File: config.mk
export PLATFORM = sky130hd
export DESIGN_NAME = hub_port_config_registers
export DESIGN_NICKNAME = d
export VERILOG_FILES = /design/src/common/hub_cfg_pkg.sv /design/src/verilog/strap_sync.sv /design/src/verilog/strap_decode.sv /design/src/verilog/hub_port_config_registers.sv
export VERILOG_INCLUDE_DIRS = /design/src /design/src/common
export SDC_FILE = /design/constraint.sdc
export NUM_CORES = 1
export LEC_CHECK = 0
export BUFFER_PORTS_ARGS = -buffer_cell sky130_fd_sc_hd__buf_2
export CAP_MARGIN = 20
export CORE_MARGIN = 4
export CORE_UTILIZATION = 49
export CTS_BUF_LIST = sky130_fd_sc_hd__clkbuf_4 sky130_fd_sc_hd__clkbuf_8
export DETAILED_ROUTE_END_ITERATION = 16
export HOLD_SLACK_MARGIN = 0.03
export PLACE_DENSITY_LB_ADDON = 0.2
export RECOVER_POWER = 50
export SYNTH_ARGS = -nofsm -noshare
export SYNTH_HDL_FRONTEND = slang
export SYNTH_SLANG_ARGS = --single-unit
File: constraint.sdc
create_clock -name mclk -period 1.2 [get_ports mclk]
set_input_delay 0.24 -clock mclk [delete_from_list [all_inputs] [get_ports mclk]]
set_output_delay 0.24 -clock mclk [all_outputs]
set_load 0.005 [all_outputs]
File: src/common/hub_cfg_regs.svh
/*
  hub_cfg_regs.svh: offsets, field positions, reset values and masks of the
  port configuration register bank.
  assumes: included by bare name by the register bank module.
*/
`ifndef HUB_CFG_REGS_SVH
`define HUB_CFG_REGS_SVH

// register offsets on the configuration write/read port
`define OFS_ASSIGN_LED_STRING_CONFIG 8'h08
`define OFS_FIXED_DEVICE_PORTS 8'h09
`define OFS_SELF_POWERED_PORT_OFF 8'h0a
`define OFS_BUS_POWERED_PORT_OFF 8'h0b

// field positions inside assign_led_string_config
`define STYLE_MSB 7
`define STYLE_LSB 6
`define SOURCE_BIT 5
`define INDICATOR_MSB 2
`define INDICATOR_LSB 1
`define STRING_BIT 0

// reset value shared by all four registers
`define CFG_RESET 8'h00

// writable bits; everything else reads zero
`define CFG3_MASK 8'he7
`define PORT_MASK 8'h1e

`endif

File: src/common/hub_cfg_pkg.sv
/*
  hub_cfg_pkg.sv: types shared by the port configuration register bank.
  assumes: nothing beyond the companion _regs.svh header.
*/
package hub_cfg_pkg;

  // port-assignment interface style
  typedef enum logic [1:0]
  {
    style_programmable,
    style_direct_level,
    style_edge_no_unassigned,
    style_edge_unassigned
  } ownership_style_e;

  // indicator scheme
  typedef enum logic [1:0]
  {
    led_usb,
    led_owner_speed,
    led_owner_basic
  } indicator_scheme_e;

  // one configuration write/read request
  typedef struct packed
  {
    logic wr;
    logic rd;
    logic [7:0] addr;
    logic [7:0] wdata;
  } cfg_req_s;

  // decoded settings handed to the hub core
  typedef struct packed
  {
    ownership_style_e style;
    logic from_registers;
    indicator_scheme_e scheme;
    logic string_enable;
    logic [3:0] fixed_ports;
    logic [3:0] ports_off;
    logic compound;
  } hub_settings_s;

endpackage

File: src/verilog/strap_sync.sv
/*
  strap_sync.sv: two-flop synchroniser for the four strap pins.
  assumes: pins are static levels from outside the mclk domain.
*/
`timescale 1ns/1ps
module strap_sync
(
  input wire logic mclk,
  input wire logic rst_n,
  input wire logic clk_en,
  input wire logic [3:0] pins,
  output logic [3:0] synced
);

  logic [3:0] meta;

  // first stage feeds only the second
  always_ff @(posedge mclk or negedge rst_n)
  begin
    if (!rst_n)
    begin
      meta <= 4'h0;
      synced <= 4'h0;
    end
    else if (clk_en)
    begin
      meta <= pins;
      synced <= meta;
    end
  end

endmodule // strap_sync

File: src/verilog/strap_decode.sv
/*
  strap_decode.sv: turns two-bit strap codes into port masks (ports 1..4
  at bits 1..4).
  assumes: combinational; caller registers the result.
*/
`timescale 1ns/1ps
module strap_decode
(
  input wire logic [1:0] fixed_code,
  input wire logic [1:0] off_code,
  output logic [7:0] fixed_mask,
  output logic [7:0] off_mask
);

  // fixed code n marks ports 1..n (0 = none)
  always_comb
  begin
    case (fixed_code)
      2'b01: fixed_mask = 8'h02;
      2'b10: fixed_mask = 8'h06;
      2'b11: fixed_mask = 8'h0e;
      default: fixed_mask = 8'h00;
    endcase
  end

  // disable code n turns off the top n ports, descending from port 4
  always_comb
  begin
    case (off_code)
      2'b01: off_mask = 8'h10;
      2'b10: off_mask = 8'h18;
      2'b11: off_mask = 8'h1c;
      default: off_mask = 8'h00;
    endcase
  end

endmodule // strap_decode

File: src/verilog/hub_port_config_registers.sv
/*
  hub_port_config_registers.sv: four configuration registers of the hub
  port block plus the latched settings handed to the hub core.
  assumes: loader (eeprom or smbus engine) writes over a one-cycle strobe
  port on mclk; straps are static pins; hub core pulses apply_load before
  attaching upstream.
*/
//
// Function
// - style 00: three wires select one of eight port-host setups
// - style 01: four wires, level of each sets its port owner
// - style 10: four edge-triggered wires, never unassigned
// - style 11: four edge-triggered wires, unassigned state allowed
// - source bit 5: 0 takes pins, 1 takes stored assignment registers
// - reserved bits always read zero
// - indicator field: 00/11 usb, 01 owner plus speed, 10 basic owner
// - bit 0 enables string descriptor support
// - fixed-device bits 1..4 mark ports 1..4 non-removable
// - report non-removable active ports upstream
// - with defaults, two straps choose non-removable ports
// - self-powered: ports set in its mask stay disabled
// - bus-powered: ports set in its mask stay disabled
// - with defaults, two straps choose disabled ports
// - all four registers reset to zero
`timescale 1ns/1ps
`include "hub_cfg_regs.svh"
module hub_port_config_registers
(
  input wire logic mclk,
  input wire logic rst_n,
  input wire logic clk_en,
  input wire hub_cfg_pkg::cfg_req_s req,
  input wire logic use_defaults,
  input wire logic compound_cfg,
  input wire logic self_powered,
  input wire logic apply_load,
  input wire logic [1:0] fixed_attachment_straps,
  input wire logic [1:0] port_off_straps,
  output logic [7:0] rdata,
  output logic rvalid,
  output hub_cfg_pkg::hub_settings_s settings,
  output logic [3:0] removable_report,
  output logic [3:0] port_enable_allowed,
  output logic settings_valid
);

  ////////////////////////////////////////////////////////////////////////
  // storage

  logic [7:0] assign_led_string_config;
  logic [7:0] fixed_device_ports;
  logic [7:0] self_powered_port_off;
  logic [7:0] bus_powered_port_off;
  logic [3:0] straps_synced;
  logic [7:0] strap_fixed;
  logic [7:0] strap_off;
  logic [7:0] next_rdata;
  hub_cfg_pkg::hub_settings_s next_settings;
  logic [7:0] fixed_attachment_mask;
  logic [7:0] off_mask;
  logic write_cfg3;
  logic write_fixed;
  logic write_self_off;
  logic write_bus_off;
  hub_cfg_pkg::ownership_style_e next_style;
  hub_cfg_pkg::indicator_scheme_e next_scheme;
  logic next_compound;

  ////////////////////////////////////////////////////////////////////////
  // strap pins pass two flops first; they move with no regard to mclk

  strap_sync i_strap_sync
  (
    .mclk(mclk),
    .rst_n(rst_n),
    .clk_en(clk_en),
    .pins({fixed_attachment_straps, port_off_straps}),
    .synced(straps_synced)
  );

  // code tables turn the synced straps into port masks
  strap_decode i_strap_decode
  (
    .fixed_code(straps_synced[3:2]),
    .off_code(straps_synced[1:0]),
    .fixed_mask(strap_fixed),
    .off_mask(strap_off)
  );

  ////////////////////////////////////////////////////////////////////////
  // write decode: one hit per register, none while frozen or unmapped

  always_comb
  begin
    write_cfg3 = 1'b0;
    write_fixed = 1'b0;
    write_self_off = 1'b0;
    write_bus_off = 1'b0;
    if (clk_en && req.wr)
    begin
      if (req.addr == `OFS_ASSIGN_LED_STRING_CONFIG)
      begin
        write_cfg3 = 1'b1;
      end
      else if (req.addr == `OFS_FIXED_DEVICE_PORTS)
      begin
        write_fixed = 1'b1;
      end
      else if (req.addr == `OFS_SELF_POWERED_PORT_OFF)
      begin
        write_self_off = 1'b1;
      end
      else if (req.addr == `OFS_BUS_POWERED_PORT_OFF)
      begin
        write_bus_off = 1'b1;
      end
    end
  end

  ////////////////////////////////////////////////////////////////////////
  // register storage; reserved bits are masked on the way in, so they can
  // never hold ones and always read back zero

  // style, source, indicator and string fields
  always_ff @(posedge mclk or negedge rst_n)
  begin
    if (!rst_n)
    begin
      assign_led_string_config <= `CFG_RESET;
    end
    else if (write_cfg3)
    begin
      assign_led_string_config <= req.wdata & `CFG3_MASK;
    end
  end

  // fixed-device ports, bits 1..4 only
  always_ff @(posedge mclk or negedge rst_n)
  begin
    if (!rst_n)
    begin
      fixed_device_ports <= `CFG_RESET;
    end
    else if (write_fixed)
    begin
      fixed_device_ports <= req.wdata & `PORT_MASK;
    end
  end

  // ports held off while self-powered
  always_ff @(posedge mclk or negedge rst_n)
  begin
    if (!rst_n)
    begin
      self_powered_port_off <= `CFG_RESET;
    end
    else if (write_self_off)
    begin
      self_powered_port_off <= req.wdata & `PORT_MASK;
    end
  end

  // ports held off while bus-powered
  always_ff @(posedge mclk or negedge rst_n)
  begin
    if (!rst_n)
    begin
      bus_powered_port_off <= `CFG_RESET;
    end
    else if (write_bus_off)
    begin
      bus_powered_port_off <= req.wdata & `PORT_MASK;
    end
  end

  ////////////////////////////////////////////////////////////////////////
  // read path; unmapped offsets answer zero

  always_comb
  begin
    if (req.addr == `OFS_ASSIGN_LED_STRING_CONFIG)
    begin
      next_rdata = assign_led_string_config;
    end
    else if (req.addr == `OFS_FIXED_DEVICE_PORTS)
    begin
      next_rdata = fixed_device_ports;
    end
    else if (req.addr == `OFS_SELF_POWERED_PORT_OFF)
    begin
      next_rdata = self_powered_port_off;
    end
    else if (req.addr == `OFS_BUS_POWERED_PORT_OFF)
    begin
      next_rdata = bus_powered_port_off;
    end
    else
    begin
      next_rdata = 8'h00;
    end
  end

  // read strobe answer, one cycle after the read edge
  always_ff @(posedge mclk or negedge rst_n)
  begin
    if (!rst_n)
    begin
      rvalid <= 1'b0;
    end
    else if (clk_en)
    begin
      rvalid <= req.rd;
    end
  end

  // read data holds until the next read, giving the loader slack
  always_ff @(posedge mclk or negedge rst_n)
  begin
    if (!rst_n)
    begin
      rdata <= `CFG_RESET;
    end
    else if (clk_en && req.rd)
    begin
      rdata <= next_rdata;
    end
  end

  ////////////////////////////////////////////////////////////////////////
  // decode of the settings image

  // straps replace the stored masks; power mode picks one of two off masks
  always_comb
  begin
    fixed_attachment_mask = use_defaults ? strap_fixed : fixed_device_ports;
    if (use_defaults)
    begin
      off_mask = strap_off;
    end
    else if (self_powered)
    begin
      off_mask = self_powered_port_off;
    end
    else
    begin
      off_mask = bus_powered_port_off;
    end
  end

  // one arm per style code keeps the field order in plain sight
  always_comb
  begin
    case (assign_led_string_config[`STYLE_MSB:`STYLE_LSB])
      2'b00: next_style = hub_cfg_pkg::style_programmable;
      2'b01: next_style = hub_cfg_pkg::style_direct_level;
      2'b10: next_style = hub_cfg_pkg::style_edge_no_unassigned;
      default: next_style = hub_cfg_pkg::style_edge_unassigned;
    endcase
  end

  // codes 00 and 11 both give plain usb indication
  always_comb
  begin
    case (assign_led_string_config[`INDICATOR_MSB:`INDICATOR_LSB])
      2'b01: next_scheme = hub_cfg_pkg::led_owner_speed;
      2'b10: next_scheme = hub_cfg_pkg::led_owner_basic;
      default: next_scheme = hub_cfg_pkg::led_usb;
    endcase
  end

  // straps imply compound whenever any port is fixed
  always_comb
  begin
    if (use_defaults)
    begin
      next_compound = |strap_fixed;
    end
    else
    begin
      next_compound = compound_cfg;
    end
  end

  // image handed to the hub core at the next load
  always_comb
  begin
    next_settings = '0;
    next_settings.style = next_style;
    next_settings.from_registers = assign_led_string_config[`SOURCE_BIT];
    next_settings.scheme = next_scheme;
    next_settings.string_enable = assign_led_string_config[`STRING_BIT];
    next_settings.fixed_ports = fixed_attachment_mask[4:1];
    next_settings.ports_off = off_mask[4:1];
    next_settings.compound = next_compound;
  end

  ////////////////////////////////////////////////////////////////////////
  // latched image: taken on apply_load only, so later writes cannot move
  // the hub under a running host

  always_ff @(posedge mclk or negedge rst_n)
  begin
    if (!rst_n)
    begin
      settings <= '0;
    end
    else if (clk_en && apply_load)
    begin
      settings <= next_settings;
    end
  end

  // valid rises at the first load and stays up until reset
  always_ff @(posedge mclk or negedge rst_n)
  begin
    if (!rst_n)
    begin
      settings_valid <= 1'b0;
    end
    else if (clk_en && apply_load)
    begin
      settings_valid <= 1'b1;
    end
  end

  ////////////////////////////////////////////////////////////////////////
  // per-port qualifiers from the same load; a disabled port is not
  // active, so it never reports a fixed device upstream

  for (genvar p = 0; p < 4; p++)
  begin : g_port
    always_ff @(posedge mclk or negedge rst_n)
    begin
      if (!rst_n)
      begin
        removable_report[p] <= 1'b0;
        port_enable_allowed[p] <= 1'b0;
      end
      else if (clk_en && apply_load)
      begin
        removable_report[p] <= next_settings.fixed_ports[p] & ~next_settings.ports_off[p];
        port_enable_allowed[p] <= ~next_settings.ports_off[p];
      end
    end
  end

endmodule // hub_port_config_registers

==> results of run 1 <==
-- power groups by stage --
| stage | logic (mW) | clock network [mW] | registers (mW) |
|---|---|---|---|
| 6_report | 0.501 | 1.59 | 2.19 |
| 5_1_grt | 0.559 | 1.74 | 2.20 |
| 3_5_place_dp | 0.503 | 0 | 2.22 |
| 2_1_floorplan | 0.213 | 0 | 2.22 |
| 4_1_cts | 0.511 | 1.64 | 2.19 |
| 3_3_place_gp | 0.490 | 0 | 2.22 |
-- layout make-up --
class                      count  area (um2)
clock buffer                  11         151
clock inverter                 5        27.5
inverter                       2        7.51
multi-input combinational    137        1020
sequential                    59        1480
tap                           67        83.8
fill                         399        1500
timing repair buffer          95         584
-- routing by layer --
| metal | up-vias | global-route usage |
|---|---|---|
| met2 | 41 | 0.336 |
| met3 | 2 | 0.0429 |
| met5 | - | 0 |
| li1 | 935 | - |
| met1 | 921 | 0.243 |
| met4 | 0 | 0.0790 |
-- Yosys cell counts, types with 3 or more instances --
| cell | count | area [um2] |
|---|---|---|
| mux2i_1 | 4 | 40.0 |
| nand2_1 | 35 | 131 |
| nand3b_1 | 3 | 22.5 |
| nand3_1 | 6 | 30.0 |
| mux2_2 | 31 | 349 |
| clkbuf_1 | 7 | 26.3 |
| dfrtp_1 | 59 | 1480 |
| a22o_1 | 4 | 35.0 |
| nor2_1 | 9 | 33.8 |
| o31ai_1 | 5 | 37.5 |
| nand4_1 | 3 | 18.8 |
| o21ai_0 | 10 | 50.1 |
-- stage by stage --
step	hold slack [ps]	TNS [ps]	cells	setup slack, ps
5_1_grt	134	-1100	376	-150
3_5_place_dp	269	-9330	358	-481
6_report	151	-935	376	-135
4_1_cts	133	-863	376	-125
2_1_floorplan	-55.6	-2980	208	-265
3_3_place_gp	268	-8100	358	-437
-- cell families (layout without fill, tap and decap cells) --
group | after synthesis | after routing | synth area share
buffers and inverters | 12 | 113 | 0.0189
AO/OA/AOI/OAI | 29 | 29 | 0.0770
AND/OR/NAND/NOR | 71 | 71 | 0.146
flip-flops | 59 | 59 | 0.586
multiplexers | 37 | 37 | 0.172
-- sequential cells by signal, summed over array words and instances, names as in the netlist --
| register | count |
|---|---|
| port_enable_allowed | 4 |
| bus_powered_port_off | 4 |
| rvalid | 1 |
| self_powered_port_off | 4 |
| i_strap_sync.synced | 4 |
| i_strap_sync.meta | 4 |
| rdata | 8 |
| fixed_device_ports | 4 |
| assign_led_string_config | 6 |
| settings | 15 |
| settings_valid | 1 |
| removable_report | 4 |
-- repair_timing --
action | 4_1_cts | 5_1_grt
gates resized for setup | 3 | 7
hold endpoints to repair | 59 | 0
pin swaps | 1 | 4
hold buffers | 1 | 0
setup endpoints to repair | 16 | 22
setup buffers | 1 | 0
gates cloned | 0 | 0
-- final timing paths --
path                                                     startpoint                                      end  cells past startpoint
worst max-delay path                                        req[10]      bus_powered_port_off[3]$_DFFE_PN0P_                      4
max in group asynchronous                                     rst_n       i_strap_sync.synced[2]$_DFFE_PN0P_                      3
worst max register to register  bus_powered_port_off[2]$_DFFE_PN0P_                     rdata[2]$_DFFE_PN0P_                      2
min in group asynchronous                                     rst_n                 settings[13]$_DFFE_PN0P_                      3
worst min-delay path                                         req[7]  assign_led_string_config[7]$_DFFE_PN0P_                      2
worst min register to register      removable_report[2]$_DFFE_PN0P_          removable_report[2]$_DFFE_PN0P_                      2
-- worst max-delay path, cell delays in order --
cell and delay (ps):
buf_6 90, or4b_4 580, nor3_4 250, mux2_2 370
==> out/qor.log, run 1 <==
INFO  critical_path  path_max_fanout=4
INFO  clock_network  clk_path_buf_depth=2
INFO  critical_path  crit_path_start_kind=input port
INFO  run_status     outcome=complete, but fails checks
INFO  placed_design  dp_area=3130um2
INFO  clock_network  cts.sinks=59
INFO  synthesis      synth.net_count=237
INFO  finish         fin_nets=333
INFO  floorplanning  floorplan.die_area=6350um2
INFO  drt            met3_wirelength=222um
INFO  pwr            power.density_cell_area=1280nW/um2
INFO  floorplanning  start_util=0.520
INFO  pwr            pwr-share-seq=0.512
INFO  sta            hold_violations=0
INFO  clock_network  clk-insertion-delay-late=320ps
INFO  drt            pre_repair_dr_iteration_count=4
INFO  floorplanning  die_width=79.7um
INFO  drt            via_per_inst=5.05
INFO  clock_network  htree_levels=3
INFO  clock_network  clock_pin_slew_on_the_worst_setup_and_hold_paths=70ps
INFO  global_routing grt_max_degree=60
INFO  global_routing global_route.usage.total=0.197
INFO  sta            fin_skew=5.73ps
INFO  synthesis      yosysWarnings=0
INFO  finish         flow.area_growth_from_synthesis=32.8%
INFO  sta            setup-violations-final=9
INFO  critical_path  worst_ep_arrival_time=1540ps
INFO  pwr            power_frac_comb=0.117
INFO  finish         layout_commonest_cell=dfrtp_1
INFO  synthesis      syn_avg_cell_area=12.1um2
INFO  synthesis      synth_enable_flop_cells=0
INFO  synthesis      ys_async_sr_fraction=1.00
INFO  floorplanning  floorplan.core_area=4850um2
INFO  drt            drc_errors=0
INFO  global_routing grt-ovfl-total=0
INFO  finish         postLayoutCellArea=3350um2
INFO  clock_network  cts-root-buf=clkbuf_8
INFO  pwr            total_switching_power=1.06mW
INFO  synthesis      synthFlopType=dfrtp_1
INFO  synthesis      synthesis_stage_register_bit_count=59
INFO  finish         drive_gt1_frac=0.466
INFO  clock_network  tritoncts.num_buffers=9
INFO  pwr            totalPowerFinal=4.28mW
INFO  drt            met1_length=2.45mm
INFO  pwr            power_frac_clock=0.371
INFO  global_routing antenna_found_initial=0
INFO  synthesis      synth_cell_types=33
INFO  sta            layout_worst_path_cycle_share=1.11
INFO  global_routing first_global_vias=2074
INFO  sta            setup_repair_after_global_routing_missed_its_margin=true
INFO  sta            timing_max_transition_violations_final=0
INFO  placed_design  dp_hpwl=4.20mm
INFO  sta            max_clock_freq=749MHz
INFO  pwr            internal_power=3.21mW
INFO  flow_run       maxCapViolCount=0
INFO  drt            wl=5.67mm
INFO  critical_path  rrSetupSlack=30ps
INFO  finish         diodes=0
INFO  pwr            power.switching_fraction=0.249
INFO  floorplanning  die_h=79.7um
INFO  drt            routed.top_layer=met4
INFO  drt            wl_met2=2.98mm
INFO  drt            avgRoutedWirePerCell=15.1um
INFO  sta            final_critical_period=1340ps
INFO  synthesis      synthCells=208
INFO  synthesis      synth_sequential_area_ratio=0.586
INFO  clock_network  cts_tree=built
INFO  finish         finish.utilization=0.690
INFO  placed_design  place.gp.congestion=0.781
INFO  sta            worst-slew-pin-transition=524ps
INFO  floorplanning  core.rowCount=25
INFO  finish         layout.cells.most_common_list=dfrtp_1, buf_2, nand2_1
INFO  drt            count_of_routing_violations_after_the_opening_detailed_route_iteration=61
INFO  drt            vias=1899
INFO  hold_path      worst_hold_path_type=in2reg
INFO  critical_path  worst-endpoint-required=1400ps
INFO  sta            postLayoutSetupSlackWorst=-135ps
INFO  pwr            power_leakage=1.71nW
INFO  critical_path  timing.critical_path.to_type=flip-flop
INFO  drt            final_antenna_net_count=0
INFO  floorplanning  io-pin-count=62
INFO  critical_path  timing_worst_setup_path_type=in2reg
INFO  placed_design  port_buffers=61
INFO  synthesis      netlist_area=2520um2
INFO  run_status     failed_checks=negative setup slack
INFO  pwr            max-vdd-ir-drop=0.000824V
INFO  sta            slew-limit-headroom=0.651
INFO  global_routing global_route_wire_length_before_repair=9.59mm
(Power assumes the default switching activity.)
==> inputs of run 2 (changes only) <==
CORE_UTILIZATION = 50   (was 49)
CTS_CLUSTER_DIAMETER = 60   (was unset)
SYNTH_HIERARCHICAL = 1   (was unset)
==> run 2 against run 1 <==
Effect of this change: the run still ends with negative setup slack left; sequential power barely moved; first-iteration DRC count down 16%; sequential share of layout area shrank 3.1 points; via count up 0.58%; critical path type is now reg2reg; highest routed layer unchanged.
==> out/qor.log, run 2 <==
INFO  critical_path  slowest_cell_on_the_critical_path=dfrtp_1
INFO  critical_path  timing_worst_setup_path_type=reg2reg
INFO  run_status     outcome=complete, but fails checks
INFO  critical_path  path_max_fanout=3 [-1]
INFO  sta            slew-limit-headroom=0.570 [-0.0807]
INFO  critical_path  crit_path_start_kind=flip-flop
INFO  sta            finalHoldWorstSlack=119ps [-31.8 ps]
INFO  placed_design  place.gp.congestion=0.763 [-2.3%]
INFO  floorplanning  start_util=0.519 [about the same]
INFO  hold_path      worstHoldPathCells=2 [unchanged]
INFO  finish         registers.top_by_ff_count=settings
INFO  global_routing global_route_wire_length_before_repair=9.45mm [-1.4%]
INFO  clock_network  clock_pin_slew_on_the_worst_setup_and_hold_paths=60ps [about the same]
INFO  clock_network  clk_path_buf_depth=2 [unchanged]
INFO  sta            fin_tns_setup=-1730ps [-794 ps]
INFO  sta            worst-slew-pin-transition=645ps [+121 ps]
INFO  finish         fin_nets=333 [unchanged]
INFO  floorplanning  floorplan.core_area=5140um2 [+6.0%]
INFO  run_status     failed_checks=negative setup slack
INFO  hold_path      worst_hold_path_type=in2reg
INFO  placed_design  placed_insts=354 [-1.1%]
INFO  synthesis      netlist_area=2670um2 [+5.9%]
INFO  pwr            power.density_cell_area=1260nW/um2 [-1.7%]
INFO  synthesis      synthCells=198 [-4.8%]
INFO  synthesis      yosysWarnings=6 [+6]
INFO  floorplanning  floorplan.die_area=6570um2 [+3.4%]
INFO  placed_design  dp_area=3290um2 [+5.2%]
INFO  drt            drc_errors=0 [unchanged]
INFO  critical_path  worst_ep_arrival_time=1700ps [+160 ps]
INFO  clock_network  tritoncts.num_buffers=9 [unchanged]
INFO  clock_network  cts-root-buf=clkbuf_8
INFO  placed_design  port_buffers=61 [unchanged]
INFO  sta            layout_worst_path_cycle_share=1.24 [+0.132]
INFO  finish         drive_gt1_frac=0.544 [+0.0777]
INFO  pwr            totalPowerFinal=4.51mW [+5.6%]
INFO  finish         largest_register_ff_count=15 [unchanged]
INFO  clock_network  cts.sinks=59 [unchanged]
INFO  drt            via_per_inst=5.04 [-0.22%]
INFO  critical_path  worst-endpoint-required=1410ps [about the same]
INFO  critical_path  crit_chain=or2_1, or3b_4, nor4_4, o31ai_1
INFO  critical_path  worstReg2RegStart=i_strap_sync/synced[2]$_DFFE_PN0P_
INFO  clock_network  htree_levels=3 [unchanged]
INFO  drt            final_antenna_net_count=0 [unchanged]
INFO  critical_path  buffers_and_inverters_on_the_worst_path=0 [-1]
INFO  floorplanning  die_h=81.1um [+1.7%]
INFO  floorplanning  io-pin-count=62 [unchanged]
INFO  critical_path  critical-path-top-delay-family=simple AND/OR/NAND/NOR gates
INFO  sta            hold_violations=0 [unchanged]
INFO  sta            final_critical_period=1490ps [+159 ps]
INFO  critical_path  critical_path.reg2reg.endpoint=settings[0]$_DFFE_PN0P_
INFO  sta            postLayoutSetupSlackWorst=-294ps [-159 ps]
INFO  finish         layoutNonFillerInstCount=379 [+0.80%]
INFO  sta            fin_skew=7.48ps [+1.75 ps]
INFO  drt            vias=1910 [+0.58%]
INFO  finish         top_regs=settings x15, rdata x8, assign_led_string_config x6
INFO  drt            count_of_routing_violations_after_the_opening_detailed_route_iteration=51 [-16%]
INFO  global_routing antenna_found_initial=0 [unchanged]
INFO  critical_path  cpPeakStageDelay=390ps [-190 ps]
INFO  pwr            max-vdd-ir-drop=0.000646V [-22%]
INFO  flow_run       maxCapViolCount=0 [unchanged]
INFO  finish         diodes=0 [unchanged]
INFO  hold_path      min_from=port_off_straps[1]
INFO  finish         layout_commonest_cell=dfrtp_1
INFO  global_routing grt_max_degree=26 [-57%]
INFO  sta            max_clock_freq=669MHz [-11%]
INFO  sta            setup_repair_after_global_routing_missed_its_margin=true
INFO  finish         flow.area_growth_from_synthesis=34.7%
INFO  global_routing first_global_vias=1929 [-7.0%]
INFO  clock_network  clk-insertion-delay-late=330ps [about the same]
INFO  finish         postLayoutCellArea=3600um2 [+7.4%]
INFO  drt            pre_repair_dr_iteration_count=4 [unchanged]
INFO  hold_path      hold-path-endpoint=i_strap_sync/meta[1]$_DFFE_PN0P_
INFO  placed_design  dp_hpwl=4.31mm [+2.5%]
INFO  drt            avgRoutedWirePerCell=15.3um [+1.5%]
INFO  global_routing grt-ovfl-total=0 [unchanged]
INFO  critical_path  rrSetupSlack=-290ps [-320 ps]
INFO  sta            timing_max_transition_violations_final=0 [unchanged]
INFO  critical_path  reg2regPathDepth=4 [+2]
INFO  global_routing global_route.usage.total=0.196 [-0.00147]
INFO  finish         layout.cells.most_common_list=dfrtp_1, buf_2, buf_4
INFO  sta            setup-violations-final=17 [+8]
INFO  floorplanning  die_width=81.1um [+1.7%]
INFO  synthesis      syn_avg_cell_area=13.5um2 [+11%]
INFO  floorplanning  core.rowCount=26 [+4.0%]
INFO  drt            wl=5.80mm [+2.3%]
INFO  pwr            power_leakage=1.88nW [+9.8%]
INFO  critical_path  timing.critical_path.to_type=flip-flop
INFO  clock_network  cts_tree=built
## run 2: changes by cell type in the layout (fill, tap and decap cells not counted), sizes merged, moves of 6 or more
cell	previous run	this run
a22o	4	10
buf	90	103
conb	0	6
mux2	31	40
nand2	35	13
## run 2: how the worst max path moves through the flow
stage / start / endpoint / slack [ps] / cells past startpoint
after CTS: i_strap_sync/synced[3]$_DFFE_PN0P_ / settings[0]$_DFFE_PN0P_ / -270 / 4
after detailed placement: req[13] / bus_powered_port_off[3]$_DFFE_PN0P_ / -460 / 4
after floorplan: req[13] / bus_powered_port_off[1]$_DFFE_PN0P_ / -270 / 3
after global routing: i_strap_sync/synced[2]$_DFFE_PN0P_ / settings[0]$_DFFE_PN0P_ / -350 / 4
final: i_strap_sync/synced[2]$_DFFE_PN0P_ / settings[0]$_DFFE_PN0P_ / -290 / 4
after global placement: req[13] / bus_powered_port_off[2]$_DFFE_PN0P_ / -450 / 4
## run 2: report_power, final
part | internal (mW) | switching, mW
Sequential | 2.13 | 0.0784
Combinational | 0.383 | 0.289
Clock | 0.925 | 0.713
Total | 3.43 | 1.08
## run 2: area by class of cell
| type | instances | area (um2) |
|---|---|---|
| timing repair buffer | 106 | 664 |
| sequential | 59 | 1480 |
| multi-input combinational | 127 | 1180 |
| fill | 413 | 1540 |
| clock inverter | 2 | 10.0 |
| clock buffer | 14 | 174 |
| inverter | 1 | 3.75 |
| tap | 70 | 87.6 |
## run 2: metrics by stage
step	utilization	worst slack (ps)
floorplan	-	-269
global placement	0.640	-448
detailed placement	0.640	-455
CTS	0.691	-265
global route	0.700	-347
finish	0.700	-294
## run 2: what timing repair did
item	4_1_cts	5_1_grt
pin swaps	2	7
endpoints found under the hold margin	10	0
hold buffers	1	0
resized for setup	12	12
endpoints found under the setup margin	18	34
buffers inserted	3	8
## run 2: routing by layer
| layer | global-route usage | up-vias | wire length [um] |
|---|---|---|---|
| met4 | 0.0743 | 0 | 102 |
| met5 | 0 | - | 0 |
| met1 | 0.243 | 940 | 2520 |
| met2 | 0.326 | 43 | 2890 |
| met3 | 0.0532 | 12 | 282 |
| li1 | - | 915 | - |
